<file path="config.mk">
export PLATFORM = sky130hd
export DESIGN_NAME = mmu_xlate_fault
export DESIGN_NICKNAME = d
export VERILOG_FILES = /design/src/design/mmu_pkg.sv /design/src/design/mmu_xlate_fault.sv /design/src/design/block_array.sv /design/src/design/xlate_cache.sv
export SDC_FILE = /design/constraint.sdc
export NUM_CORES = 2
export LEC_CHECK = 0
export BUFFER_PORTS_ARGS = -buffer_cell sky130_fd_sc_hd__buf_2
export CAP_MARGIN = 10
export CORE_UTILIZATION = 40
export DETAILED_ROUTE_END_ITERATION = 16
export SLEW_MARGIN = 20
export SYNTH_ARGS = -nofsm -noshare
export SYNTH_HDL_FRONTEND = slang
export SYNTH_SLANG_ARGS = --single-unit
</file>
<file path="constraint.sdc">
create_clock -name sys_clk_i -period 6.8 [get_ports sys_clk_i]
set_input_delay 1.36 -clock sys_clk_i [delete_from_list [all_inputs] [get_ports sys_clk_i]]
set_output_delay 1.36 -clock sys_clk_i [all_outputs]
set_load 0.02 [all_outputs]
</file>
<file path="src/design/mmu_pkg.sv">
// Purpose: Shared constants, types and carriers of the address translation unit.
// Assumes: 32-bit effective and physical addresses, 4-Kbyte pages.
// Notes: Status vectors are numbered from bit 0 at the most significant end.

package mmu_pkg;

	// ****************************************
	// Sizes
	// ****************************************
	localparam int unsigned SEG_COUNT = 16;
	localparam int unsigned SEG_IDX_W = 4;
	localparam int unsigned VADDR_W = 52;
	localparam int unsigned VSID_W = 24;
	localparam int unsigned RPN_W = 20;
	localparam int unsigned PAGE_OFS_W = 12;
	localparam int unsigned BLK_COUNT = 4;
	localparam int unsigned BLK_IDX_W = 2;
	localparam int unsigned TLB_COUNT = 16;
	localparam int unsigned TLB_IDX_W = 4;
	localparam int unsigned TLB_TAG_W = VADDR_W - PAGE_OFS_W - TLB_IDX_W;

	// ****************************************
	// Status bit positions
	// ****************************************
	localparam logic [4:0] ST_PAGE_FAULT = 5'h01;
	localparam logic [4:0] ST_NO_EXEC = 5'h03;
	localparam logic [4:0] ST_PROT = 5'h04;
	localparam logic [4:0] ST_DIRECT_STORE = 5'h05;
	localparam logic [0:31] ST_BIT0 = 32'h8000_0000;
	localparam logic [0:31] ST_NONE = 32'h0000_0000;

	// ****************************************
	// Protection encodings
	// ****************************************
	localparam logic [1:0] PP_NONE = 2'h0;
	localparam logic [1:0] PP_RW = 2'h2;
	localparam logic [1:0] PP_RO = 2'h3;

	// ****************************************
	// Carriers
	// ****************************************
	typedef struct packed {
		logic direct_store_select;
		logic key_sup;
		logic key_user;
		logic no_exec_bit;
		logic [VSID_W-1:0] vsid;
	} seg_s;

	typedef struct packed {
		logic valid;
		logic [14:0] bepi;
		logic [10:0] len_mask;
		logic sup_valid;
		logic user_valid;
		logic [14:0] brpn;
		logic [1:0] pp;
		logic block_guarded_bit;
	} blk_s;

	typedef struct packed {
		logic [RPN_W-1:0] rpn;
		logic [1:0] pp;
		logic page_guarded_bit;
	} pte_s;

	typedef struct packed {
		logic [31:0] effective_addr;
		logic [31:0] pc;
		logic store;
		logic supervisor;
	} req_s;

	typedef struct packed {
		logic [31:0] phys_addr;
		logic is_instr;
		logic instr_storage_exception;
		logic data_storage_exception;
		logic [0:31] save_restore_status;
		logic [0:31] data_fault_status;
		logic [31:0] fault_pc;
		logic [31:0] fault_ea;
	} resp_s;

	typedef enum logic [1:0] {ST_IDLE, ST_LOOKUP, ST_WALK} state_e;

	typedef enum logic [2:0] {
		RES_REAL, RES_BLOCK, RES_PAGE, RES_MISS, RES_PROT, RES_BIT3, RES_DSEG
	} result_e;

endpackage : mmu_pkg

</file>
<file path="src/design/mmu_xlate_fault.sv">
// Purpose: Selects real, block or page translation and classifies translation faults.
// Assumes: One access in flight; the page table search is done by the memory side.
// Notes: A data request is taken ahead of a waiting instruction request.
//
// Summary of operation
// Translation disabled for the access type: physical address equals effective address.
// Block hit is checked against block protection; failure raises a storage exception.
// No block match: top four address bits pick one of 16 segment registers.
// Direct-store select clear means page translation; set means a direct-store fault.
// Page translation forms a 52-bit virtual address from segment and address.
// Separate instruction and data translation caches forward the physical address on hit.
// Cache miss searches the page table, refills the cache and retries the lookup.
// A found page translation is checked against page protection bits.
// No translation found: page fault, status bit 1 in the matching status word.
// Block or page protection violation sets status bit 4 of the matching word.
// Fetch from a no-execute segment faults with save-restore status bit 3.
// Fetch from a direct-store segment faults with save-restore status bit 3.
// Data access to a direct-store segment faults with data fault status bit 5.
// Fetch from a guarded block or guarded page faults with status bit 3.
// Data accesses with data translation off raise no translation exception.
// Every translation fault reports the address of the faulting instruction.
// A block match supplies the address and overrides the parallel page path.
// Instruction and data translation enables act independently of each other.

`timescale 1ns/100ps
`default_nettype none

module mmu_xlate_fault (
	// Clock and reset
	input wire logic sys_clk_i,
	input wire logic rst_b_i,
	// Translation enables
	input wire logic instr_xlate_enable_i,
	input wire logic data_xlate_enable_i,
	// Segment register load
	input wire logic seg_wr_i,
	input wire logic [mmu_pkg::SEG_IDX_W-1:0] seg_wr_idx_i,
	input wire mmu_pkg::seg_s seg_wr_data_i,
	// Block array load
	input wire logic blk_wr_i,
	input wire logic blk_wr_instr_i,
	input wire logic [mmu_pkg::BLK_IDX_W-1:0] blk_wr_idx_i,
	input wire mmu_pkg::blk_s blk_wr_entry_i,
	// Translation cache maintenance
	input wire logic tlb_flush_i,
	// Access requests
	input wire logic instr_req_valid_i,
	input wire mmu_pkg::req_s instr_req_i,
	input wire logic data_req_valid_i,
	input wire mmu_pkg::req_s data_req_i,
	output logic req_ready_o,
	// Access result
	output logic resp_valid_o,
	output mmu_pkg::resp_s resp_o,
	// Page table search
	output logic walk_req_o,
	output logic [mmu_pkg::VADDR_W-1:0] walk_vaddr_o,
	input wire logic walk_done_i,
	input wire logic walk_found_i,
	input wire mmu_pkg::pte_s walk_pte_i
);

	// ****************************************
	// State
	// ****************************************
	mmu_pkg::state_e state_reg;
	mmu_pkg::state_e state_next;
	mmu_pkg::req_s cur_req_reg;
	logic cur_instr_reg;
	mmu_pkg::seg_s seg_reg [mmu_pkg::SEG_COUNT];
	logic ready_reg;
	logic resp_valid_reg;
	mmu_pkg::resp_s resp_reg;
	logic walk_req_reg;
	logic [mmu_pkg::VADDR_W-1:0] walk_vaddr_reg;

	// ****************************************
	// Request intake
	// ****************************************
	logic take_req;
	logic take_data;
	logic [31:0] ea;

	assign take_req = ready_reg && (data_req_valid_i || instr_req_valid_i);
	assign take_data = data_req_valid_i;
	assign ea = cur_req_reg.effective_addr;

	// ****************************************
	// Path selection
	// ****************************************
	logic xlate_on;
	logic ib_hit;
	logic db_hit;
	mmu_pkg::blk_s ib_entry;
	mmu_pkg::blk_s db_entry;
	logic [31:0] ib_pa;
	logic [31:0] db_pa;
	logic blk_hit;
	mmu_pkg::blk_s blk_entry;
	logic [31:0] blk_pa;
	mmu_pkg::seg_s seg;
	logic [mmu_pkg::VADDR_W-1:0] vaddr;
	logic itlb_hit;
	logic dtlb_hit;
	mmu_pkg::pte_s itlb_pte;
	mmu_pkg::pte_s dtlb_pte;
	logic tlb_hit;
	mmu_pkg::pte_s page_table_entry;

	// Each side looks only at its own enable, so fetch and data may differ.
	assign xlate_on = cur_instr_reg ? instr_xlate_enable_i : data_xlate_enable_i;
	assign blk_hit = cur_instr_reg ? ib_hit : db_hit;
	assign blk_entry = cur_instr_reg ? ib_entry : db_entry;
	assign blk_pa = cur_instr_reg ? ib_pa : db_pa;
	assign seg = seg_reg[ea[31:28]];
	assign vaddr = {seg.vsid, ea[27:0]};
	assign tlb_hit = cur_instr_reg ? itlb_hit : dtlb_hit;
	assign page_table_entry = cur_instr_reg ? itlb_pte : dtlb_pte;

	// ****************************************
	// Protection
	// ****************************************
	logic is_write;
	logic blk_perm;
	logic page_key;
	logic page_perm;

	assign is_write = !cur_instr_reg && cur_req_reg.store;
	assign blk_perm = is_write ? (blk_entry.pp == mmu_pkg::PP_RW)
		: (blk_entry.pp != mmu_pkg::PP_NONE);
	assign page_key = cur_req_reg.supervisor ? seg.key_sup : seg.key_user;
	assign page_perm = is_write
		? (page_key ? (page_table_entry.pp == mmu_pkg::PP_RW) : (page_table_entry.pp != mmu_pkg::PP_RO))
		: !(page_key && (page_table_entry.pp == mmu_pkg::PP_NONE));

	// ****************************************
	// Classification
	// ****************************************
	mmu_pkg::result_e result;

	// Order matters: a block match hides the page path entirely, and segment
	// faults are taken before the caches are consulted.
	assign result = !xlate_on ? mmu_pkg::RES_REAL
		: blk_hit ? ((cur_instr_reg && blk_entry.block_guarded_bit) ? mmu_pkg::RES_BIT3
			: !blk_perm ? mmu_pkg::RES_PROT
			: mmu_pkg::RES_BLOCK)
		: seg.direct_store_select ? (cur_instr_reg ? mmu_pkg::RES_BIT3
			: mmu_pkg::RES_DSEG)
		: (cur_instr_reg && seg.no_exec_bit) ? mmu_pkg::RES_BIT3
		: !tlb_hit ? mmu_pkg::RES_MISS
		: (cur_instr_reg && page_table_entry.page_guarded_bit) ? mmu_pkg::RES_BIT3
		: !page_perm ? mmu_pkg::RES_PROT
		: mmu_pkg::RES_PAGE;

	logic lookup_fault;
	logic [4:0] lookup_bit;
	logic [31:0] lookup_pa;
	logic walk_fault;

	assign lookup_fault = (result == mmu_pkg::RES_PROT) || (result == mmu_pkg::RES_BIT3)
		|| (result == mmu_pkg::RES_DSEG);
	assign lookup_bit = (result == mmu_pkg::RES_PROT) ? mmu_pkg::ST_PROT
		: (result == mmu_pkg::RES_BIT3) ? mmu_pkg::ST_NO_EXEC
		: mmu_pkg::ST_DIRECT_STORE;
	assign lookup_pa = (result == mmu_pkg::RES_BLOCK) ? blk_pa
		: (result == mmu_pkg::RES_PAGE) ? {page_table_entry.rpn, ea[mmu_pkg::PAGE_OFS_W-1:0]}
		: ea;
	assign walk_fault = (state_reg == mmu_pkg::ST_WALK) && walk_done_i && !walk_found_i;

	// ****************************************
	// Response assembly
	// ****************************************
	logic resp_fire;
	logic resp_fault;
	logic [4:0] resp_bit;
	logic [0:31] status_vec;
	mmu_pkg::resp_s resp_next;

	assign resp_fire = ((state_reg == mmu_pkg::ST_LOOKUP) && (result != mmu_pkg::RES_MISS))
		|| walk_fault;
	assign resp_fault = walk_fault || lookup_fault;
	assign resp_bit = walk_fault ? mmu_pkg::ST_PAGE_FAULT : lookup_bit;
	assign status_vec = resp_fault ? (mmu_pkg::ST_BIT0 >> resp_bit) : mmu_pkg::ST_NONE;

	assign resp_next.phys_addr = resp_fault ? 32'h0000_0000 : lookup_pa;
	assign resp_next.is_instr = cur_instr_reg;
	assign resp_next.instr_storage_exception = resp_fault && cur_instr_reg;
	assign resp_next.data_storage_exception = resp_fault && !cur_instr_reg;
	assign resp_next.save_restore_status = cur_instr_reg ? status_vec : mmu_pkg::ST_NONE;
	assign resp_next.data_fault_status = cur_instr_reg ? mmu_pkg::ST_NONE : status_vec;
	assign resp_next.fault_pc = resp_fault ? cur_req_reg.pc : 32'h0000_0000;
	assign resp_next.fault_ea = resp_fault ? ea : 32'h0000_0000;

	// ****************************************
	// Sequencing
	// ****************************************
	logic fill_i_side;
	logic fill_d_side;
	logic walk_hit;

	assign walk_hit = (state_reg == mmu_pkg::ST_WALK) && walk_done_i && walk_found_i;
	assign fill_i_side = walk_hit && cur_instr_reg;
	assign fill_d_side = walk_hit && !cur_instr_reg;

	always_comb begin
		state_next = state_reg;
		unique case (state_reg)
			mmu_pkg::ST_IDLE: begin
				if (take_req) begin
					state_next = mmu_pkg::ST_LOOKUP;
				end
			end
			mmu_pkg::ST_LOOKUP: begin
				if (result == mmu_pkg::RES_MISS) begin
					state_next = mmu_pkg::ST_WALK;
				end else begin
					state_next = mmu_pkg::ST_IDLE;
				end
			end
			mmu_pkg::ST_WALK: begin
				// After the refill the retry lookup is bound to hit.
				if (walk_done_i) begin
					state_next = walk_found_i ? mmu_pkg::ST_LOOKUP : mmu_pkg::ST_IDLE;
				end
			end
		endcase
	end

	always_ff @(posedge sys_clk_i) begin
		if (!rst_b_i) begin
			state_reg <= mmu_pkg::ST_IDLE;
			ready_reg <= 1'b0;
			cur_instr_reg <= 1'b0;
			cur_req_reg <= '0;
		end else begin
			state_reg <= state_next;
			ready_reg <= (state_next == mmu_pkg::ST_IDLE) && !take_req;
			if (take_req) begin
				cur_instr_reg <= !take_data;
				cur_req_reg <= take_data ? data_req_i : instr_req_i;
			end
		end
	end

	always_ff @(posedge sys_clk_i) begin
		if (!rst_b_i) begin
			resp_valid_reg <= 1'b0;
			resp_reg <= '0;
		end else begin
			resp_valid_reg <= resp_fire;
			if (resp_fire) begin
				resp_reg <= resp_next;
			end
		end
	end

	// The search request stays up as a level until the memory side answers.
	always_ff @(posedge sys_clk_i) begin
		if (!rst_b_i) begin
			walk_req_reg <= 1'b0;
			walk_vaddr_reg <= '0;
		end else begin
			walk_req_reg <= (state_next == mmu_pkg::ST_WALK);
			if ((state_reg == mmu_pkg::ST_LOOKUP) && (result == mmu_pkg::RES_MISS)) begin
				walk_vaddr_reg <= vaddr;
			end
		end
	end

	always_ff @(posedge sys_clk_i) begin
		if (!rst_b_i) begin
			for (int i = 0; i < int'(mmu_pkg::SEG_COUNT); i++) begin
				seg_reg[i] <= '0;
			end
		end else if (seg_wr_i) begin
			seg_reg[seg_wr_idx_i] <= seg_wr_data_i;
		end
	end

	// ****************************************
	// Block arrays and translation caches
	// ****************************************
	block_array u_iblk (
		.sys_clk_i(sys_clk_i),
		.rst_b_i(rst_b_i),
		.wr_i(blk_wr_i && blk_wr_instr_i),
		.wr_idx_i(blk_wr_idx_i),
		.wr_entry_i(blk_wr_entry_i),
		.ea_i(ea),
		.supervisor_i(cur_req_reg.supervisor),
		.hit_o(ib_hit),
		.entry_o(ib_entry),
		.phys_addr_o(ib_pa)
	);

	block_array u_dblk (
		.sys_clk_i(sys_clk_i),
		.rst_b_i(rst_b_i),
		.wr_i(blk_wr_i && !blk_wr_instr_i),
		.wr_idx_i(blk_wr_idx_i),
		.wr_entry_i(blk_wr_entry_i),
		.ea_i(ea),
		.supervisor_i(cur_req_reg.supervisor),
		.hit_o(db_hit),
		.entry_o(db_entry),
		.phys_addr_o(db_pa)
	);

	xlate_cache u_itlb (
		.sys_clk_i(sys_clk_i),
		.rst_b_i(rst_b_i),
		.flush_i(tlb_flush_i),
		.fill_i(fill_i_side),
		.fill_pte_i(walk_pte_i),
		.vaddr_i(vaddr),
		.hit_o(itlb_hit),
		.pte_o(itlb_pte)
	);

	xlate_cache u_dtlb (
		.sys_clk_i(sys_clk_i),
		.rst_b_i(rst_b_i),
		.flush_i(tlb_flush_i),
		.fill_i(fill_d_side),
		.fill_pte_i(walk_pte_i),
		.vaddr_i(vaddr),
		.hit_o(dtlb_hit),
		.pte_o(dtlb_pte)
	);

	// ****************************************
	// Outputs
	// ****************************************
	assign req_ready_o = ready_reg;
	assign resp_valid_o = resp_valid_reg;
	assign resp_o = resp_reg;
	assign walk_req_o = walk_req_reg;
	assign walk_vaddr_o = walk_vaddr_reg;

endmodule : mmu_xlate_fault

`default_nettype wire

</file>
<file path="src/design/block_array.sv">
// Purpose: Block translation array with parallel match of all entries.
// Assumes: Entries are loaded one at a time through the write port.
// Notes: The lowest matching index wins when software sets up overlaps.

`timescale 1ns/100ps
`default_nettype none

module block_array (
	// Clock and reset
	input wire logic sys_clk_i,
	input wire logic rst_b_i,
	// Entry load
	input wire logic wr_i,
	input wire logic [mmu_pkg::BLK_IDX_W-1:0] wr_idx_i,
	input wire mmu_pkg::blk_s wr_entry_i,
	// Lookup
	input wire logic [31:0] ea_i,
	input wire logic supervisor_i,
	output logic hit_o,
	output mmu_pkg::blk_s entry_o,
	output logic [31:0] phys_addr_o
);

	mmu_pkg::blk_s entry_reg [mmu_pkg::BLK_COUNT];
	logic [mmu_pkg::BLK_COUNT-1:0] match;
	logic [mmu_pkg::BLK_IDX_W-1:0] sel [mmu_pkg::BLK_COUNT+1];

	always_ff @(posedge sys_clk_i) begin
		if (!rst_b_i) begin
			for (int i = 0; i < int'(mmu_pkg::BLK_COUNT); i++) begin
				entry_reg[i] <= '0;
			end
		end else if (wr_i) begin
			entry_reg[wr_idx_i] <= wr_entry_i;
		end
	end

	// Walking from the top down leaves the lowest matching index selected.
	assign sel[mmu_pkg::BLK_COUNT] = '0;
	for (genvar g = 0; g < mmu_pkg::BLK_COUNT; g++) begin : g_ent
		assign match[g] = entry_reg[g].valid
			&& (supervisor_i ? entry_reg[g].sup_valid : entry_reg[g].user_valid)
			&& (ea_i[31:28] == entry_reg[g].bepi[14:11])
			&& ((ea_i[27:17] & ~entry_reg[g].len_mask)
				== (entry_reg[g].bepi[10:0] & ~entry_reg[g].len_mask));
		assign sel[g] = match[g] ? mmu_pkg::BLK_IDX_W'(g) : sel[g+1];
	end

	assign hit_o = |match;
	assign entry_o = entry_reg[sel[0]];
	assign phys_addr_o = {entry_o.brpn[14:11],
		(ea_i[27:17] & entry_o.len_mask) | (entry_o.brpn[10:0] & ~entry_o.len_mask),
		ea_i[16:0]};

endmodule : block_array

`default_nettype wire

</file>
<file path="src/design/xlate_cache.sv">
// Purpose: Direct-mapped on-chip cache of page translations.
// Assumes: A refill write lands before the retry lookup in the next cycle.
// Notes: Flush drops every entry; a refill in the same cycle still lands.

`timescale 1ns/100ps
`default_nettype none

module xlate_cache (
	// Clock and reset
	input wire logic sys_clk_i,
	input wire logic rst_b_i,
	// Maintenance and refill
	input wire logic flush_i,
	input wire logic fill_i,
	input wire mmu_pkg::pte_s fill_pte_i,
	// Lookup
	input wire logic [mmu_pkg::VADDR_W-1:0] vaddr_i,
	output logic hit_o,
	output mmu_pkg::pte_s pte_o
);

	logic [mmu_pkg::TLB_COUNT-1:0] valid_reg;
	logic [mmu_pkg::TLB_TAG_W-1:0] tag_reg [mmu_pkg::TLB_COUNT];
	mmu_pkg::pte_s pte_reg [mmu_pkg::TLB_COUNT];
	logic [mmu_pkg::TLB_IDX_W-1:0] idx;
	logic [mmu_pkg::TLB_TAG_W-1:0] tag;

	assign idx = vaddr_i[mmu_pkg::PAGE_OFS_W +: mmu_pkg::TLB_IDX_W];
	assign tag = vaddr_i[mmu_pkg::VADDR_W-1 -: mmu_pkg::TLB_TAG_W];
	assign hit_o = valid_reg[idx] && (tag_reg[idx] == tag);
	assign pte_o = pte_reg[idx];

	always_ff @(posedge sys_clk_i) begin
		if (!rst_b_i) begin
			valid_reg <= '0;
		end else begin
			if (flush_i) begin
				valid_reg <= '0;
			end
			if (fill_i) begin
				valid_reg[idx] <= 1'b1;
			end
		end
	end

	always_ff @(posedge sys_clk_i) begin
		if (fill_i) begin
			tag_reg[idx] <= tag;
			pte_reg[idx] <= fill_pte_i;
		end
	end

endmodule : xlate_cache

`default_nettype wire

</file>
## Word-level counts from Yosys, hierarchy flattened

Memories as Yosys holds them, arrays and structs flattened. A register that Yosys moved wholly into a read port is not among the register bits.
Index checks and enable logic that the tools add are counted.

- Magnitude comparators: 2
- Equality and inequality tests: 31
- Shift-type cells: 1
- Multiplexer cells: 98
- Bitwise logic cells: 34
- Reduce and logical (&&, ||, !) cells: 65

Operator list:

| kind | count |
|---|---|
| 32-bit two-way mux | 9 |
| 11-bit bitwise AND | 20 |
| 11-bit NOT | 10 |
| 16-bit two-way mux | 6 |
| 47-bit two-way mux | 2 |
| 47-bit OR reduction | 2 |
| 11-bit == test | 8 |
| 36-bit == test | 2 |
| 66-bit two-way mux | 1 |
| 1-bit logical AND | 45 |
| 4-bit two-way mux | 11 |
| 3-bit two-way mux | 13 |
| 1-bit two-way mux | 36 |
| 4-bit == test | 8 |
| 16-bit bitwise OR | 2 |
| 32-bit by 3-bit right shift with 32-bit output (first input constant) | 1 |
| 2-bit two-way mux | 14 |
| 28-bit two-way mux | 1 |
| 28-bit OR reduction | 1 |
| 23-bit two-way mux | 1 |
| 11-bit bitwise OR | 2 |
| 3-bit == test (second input constant) | 3 |
| 1-bit binary-select mux with 4-bit select | 2 |
| 2-bit == test (second input constant) | 4 |
| other kinds (14) | 27 |

- Register bits after elaboration: 319
- Bits in writable memories: 2,712
- Input bits: 248
- Output and inout port bits: 218
- Logic and storage cells: 258
- Memories: 7

Memories:

| memory | depth | width | rd ports | clocked after memory_dff | wr ports | RTL line | RTL |
|---|---|---|---|---|---|---|---|
| u_dtlb.tag_reg | 16 | 36 | 1 | 1 | 1 | xlate_cache.sv:23 | `logic [mmu_pkg::TLB_TAG_W-1:0] tag_reg [mmu_pkg::TLB_COUNT];` |
| u_itlb.tag_reg | 16 | 36 | 1 | 1 | 1 | xlate_cache.sv:23 |  |
| seg_reg | 16 | 28 | 1 | 1 | 16 | mmu_xlate_fault.sv:70 | `mmu_pkg::seg_s seg_reg [mmu_pkg::SEG_COUNT];` |
| u_dtlb.pte_reg | 16 | 23 | 1 | 1 | 1 | xlate_cache.sv:24 | `mmu_pkg::pte_s pte_reg [mmu_pkg::TLB_COUNT];` |
| u_itlb.pte_reg | 16 | 23 | 1 | 1 | 1 | xlate_cache.sv:24 |  |
| u_dblk.entry_reg | 4 | 47 | 5 | 0 | 4 | block_array.sv:24 | `mmu_pkg::blk_s entry_reg [mmu_pkg::BLK_COUNT];` |
| 1 more memories | - | - | - | - | - | - |  |

## Longest topological paths before layout

An unclocked memory read counts as a cell.

- Depth in word-level cells: 24
- Gate-level depth with buffers: 22
- Mapped depth without buffers: 12

## Modules after synthesis

From an unflattened synthesis, not the netlist that was laid out.

- Cells, all modules: 6,929
- Area, all modules: 124,197.9 um^2

By module, submodules not included:

| module | times used | cells each | area each (um^2) | sequential area each (um^2) |
|---|---|---|---|---|
| xlate_cache | 2 | 1,590 | 37,074.3 | 28,667.5 |
| mmu_xlate_fault | 1 | 2,255 | 30,670.7 | 18,317.6 |
| block_array | 2 | 747 | 9,689.3 | 5,645.4 |

## Worst setup path before layout

Ideal clock, no wire load.

- Path type: input -> register
- From: input port walk_done_i
- To: memory u_itlb.pte_reg[2][0] (netlist name), enable pin
- Setup time: 0.551 ns
- Data arrival time: 5.983 ns
- Required time: 6.249 ns
- Slack: 0.266 ns
- Stages on the path: 3
- Path buffers: 0
- Cells stage by stage: nand3_1 > or3_1 > nor3_1

- Longest elaborated chain between the ends: 5

RTL lines:

| what | RTL line | RTL |
|---|---|---|
| from (decl) | mmu_xlate_fault.sv:58 | `input wire logic walk_done_i,` |
| 1-bit logical AND (2 in series) | mmu_xlate_fault.sv:201 | `assign walk_hit = (state_reg == mmu_pkg::ST_WALK) && walk_done_i && walk_found_i;` |
| 1-bit logical AND | mmu_xlate_fault.sv:202 | `assign fill_i_side = walk_hit && cur_instr_reg;` |
| 1-bit two-way mux | xlate_cache.sv:47 | `if (fill_i) begin` |
| 1-bit two-way mux (not written as such) | xlate_cache.sv:49 | `pte_reg[idx] <= fill_pte_i;` |
| to (decl) | xlate_cache.sv:24 |  |

Every way passes these cells.

==> metrics.txt <==
outcome finished, final reports clean; Final HPWL DP ~220 mm; register area share after synthesis around 71%; RSZ-0062 raised after global routing false; dpl ws 0.7653 ns; crit path launch type register; critical path fanouts, max 64; syn_area_per_cell roughly 18 µm²; pins over their slew limit 0; initial DRC count a little over 9000; TritonRoute pass-1 iters 5; DRC viols 0; Port-buffer cells around 420; share of layout cells above drive strength 1 about a quarter; Synth area leader edfxtp_1; Final Hold Fails 0; num rows between 200 and 250; Final Util between 40% and 50%; # setup viols final 0; MaxCap Viol Count 0; CTS Hold Bufs 0; worst skew pair latency around 0.90 ns; asr flop ratio synth 0%; Worst Hold Path EP resp_o[121]; Pwr Total 44.30 mW; Leakage 46.18 nW; Ports 466; drt wl/cell between 30 and 40 µm; Worst Max-Slew Pin Slew roughly 1.3 ns; antenna violations before repair 46; normalized max-slew margin 15.37%; hold path depth 1; min-delay src resp_o[121]; Post-Place Cell Area 0.1294 mm²; finished layout cell area between 0.1 and 0.15 mm²; Period minus WS final approximately 5.9 ns; Setup WS post-layout between 0.8 and 0.9 ns; Reg2Reg Depth 16; antenna-violating nets left 0; Distinct cells, synth about 90; Yosys reg bits slightly below 3000; WL final between 300 and 400 mm; Synth top area share between 60% and 70%; peak supply drop 249.7 µV; worst min path class register to register; gr ovfl total 0; FF/Latch Area a little under 0.09 mm²; drt via density 5.890; Reg2Reg Capture Point resp_o[48]; Max clock buf depth 4; first-pass GRT wire length between 500 and 600 mm; final period utilization about 87%; Power Density about 320 mW/mm²; CTS sink cnt just under 3000; Resize count post-CTS 0; critical path class register to register; Mapped Area 0.1216 mm²; largest net degree at the start of global routing about 110; skew final a little over 0.08 ns; Post-Syn Instances 6827; TritonCTS clock tree built; count leader, synth edfxtp_1; cts bufs inserted between 300 and 400; Root Buffer clkbuf_16; area delta synth->final 14.57%; dpl cells around 11000; fmax between 150 and 200 MHz; Synth area leaders edfxtp_1, mux4_2, dfxtp_1; postcts setup bufs 0; top_reg_cell synth edfxtp_1; GRT Total Usage 23.48%; number of synthesized flops with an enable pin between 2000 and 3000; Critical Path AT 6.74 ns; Placer Congestion between 0.8 and 0.9; total negative slack 0 ns; r2r setup slk about 0.87 ns; total number of vias about 68000; Die Ht 553.5 µm; Synth Warn # 0; multi-input logic area between 0.03 and 0.04 mm²; # fillers 25550; H-tree Lvls 5; Die ar. slightly above 0.3 mm²; post-route non-filler standard cell count roughly 12000; synth cell count leaders edfxtp_1, and2_1, mux4_2, nor2_1, dfxtp_1; clock slew at reported path FFs around 0.060 ns; Starting Density between 40% and 50%; Final nets 7614; Crit. End Element register; smallest hold slack approximately 0.46 ns; Worst EP required 7.61 ns; vias in the first global route between 60000 and 70000; Die Wd between 500 and 600 µm; core region area around 0.30 mm²
==> cell type report <==
type | count | share of cell area (%)
clock buffer | 403 | 6.061
clock inverter | 146 | 1.052
inverter | 25 | 0.07631
tap | 3978 | 3.571
timing repair buffer | 670 | 3.151
multi-input combinational | 3391 | 24.02
sequential | 2971 | 62.04
antenna | 14 | 0.02514
==> layout by cell type, fill, tap and decap left out, drive strengths merged, types with 19 or more instances in the layout <==
master	netlist	layout
a22oi	66	66
o21ai	73	73
nand3	32	32
o22ai	66	66
bufinv	0	25
nor2b	21	21
and2	846	846
or3	49	49
clkinv	0	105
nand4	19	19
nor3b	23	23
a211oi	85	85
a22o	100	100
buf	226	670
nor4	37	37
a221oi	38	38
nor2	287	287
clkbuf	261	403
mux2i	277	277
nand2	111	111
mux4	620	620
nand2b	20	20
inv	25	34
xor2	39	39
a21oi	73	73
dfxtp	279	279
conb	1	48
o211ai	21	21
mux2	40	40
xnor2	143	143
a31oi	32	32
edfxtp	2692	2692
nor3	49	49
==> worst max-delay path by stage <==
stage	depth (start not counted)	end	slack, ns
after floorplan	3	u_itlb.pte_reg[2][0]	0.27
after global placement	14	resp_o[48]	0.76
after detailed placement	13	resp_o[147]	0.77
after CTS	13	resp_o[143]	0.79
after global routing	15	resp_o[143]	0.70
final	16	resp_o[48]	0.87
==> kinds of logic (layout without fill, tap and decap cells) <==
family | count (synthesis) | in the layout | share of synthesized area, %
buffers and inverters | 512 | 1244 | 2.160
multiplexers | 937 | 937 | 14.17
AO/OA/AOI/OAI | 676 | 676 | 4.098
other | 1 | 62 | 0.003083
AND/OR/NAND/NOR | 1546 | 1546 | 7.177
flip-flops | 2971 | 2971 | 71.05
XOR/XNOR | 182 | 182 | 1.323
adder cells (fa/ha/maj) | 2 | 2 | 0.02057
==> worst max-delay path, cell delays in order, from the launching register on <==
cell	delay [ns]
dfxtp_4	0.72
buf_12	0.30
buf_4	0.31
mux4_2	0.56
a22o_1	0.22
a221oi_1	0.76
xor2_1	0.20
buf_4	0.15
nand4_1	0.07
nor4_1	0.37
nand4_1	0.57
nand3_2	0.38
o21ai_2	0.12
o31ai_4	0.31
and2_2	0.22
buf_12	0.25
a22o_1	0.19
==> where the power goes <==
group          leakage [nW]  switching (mW)  internal [mW]
logic                  14.3            3.95           2.22
registers              27.0           0.433           20.9
clock network          4.85            7.08           9.72
total                  46.2            11.5           32.8
==> metal layers <==
metal / GRT usage (%) / vias to the layer above / wire (µm) / part of all wire, %
met5: 0 / - / 122 / 0.033
li1: - / 27990 / - / -
met3: 4.218 / 603 / 33210 / 9.0
met2: 37.02 / 3532 / 170700 / 47
met1: 33.27 / 36170 / 150900 / 41
met4: 6.962 / 18 / 12120 / 3.3
(Power assumes the default switching activity.)
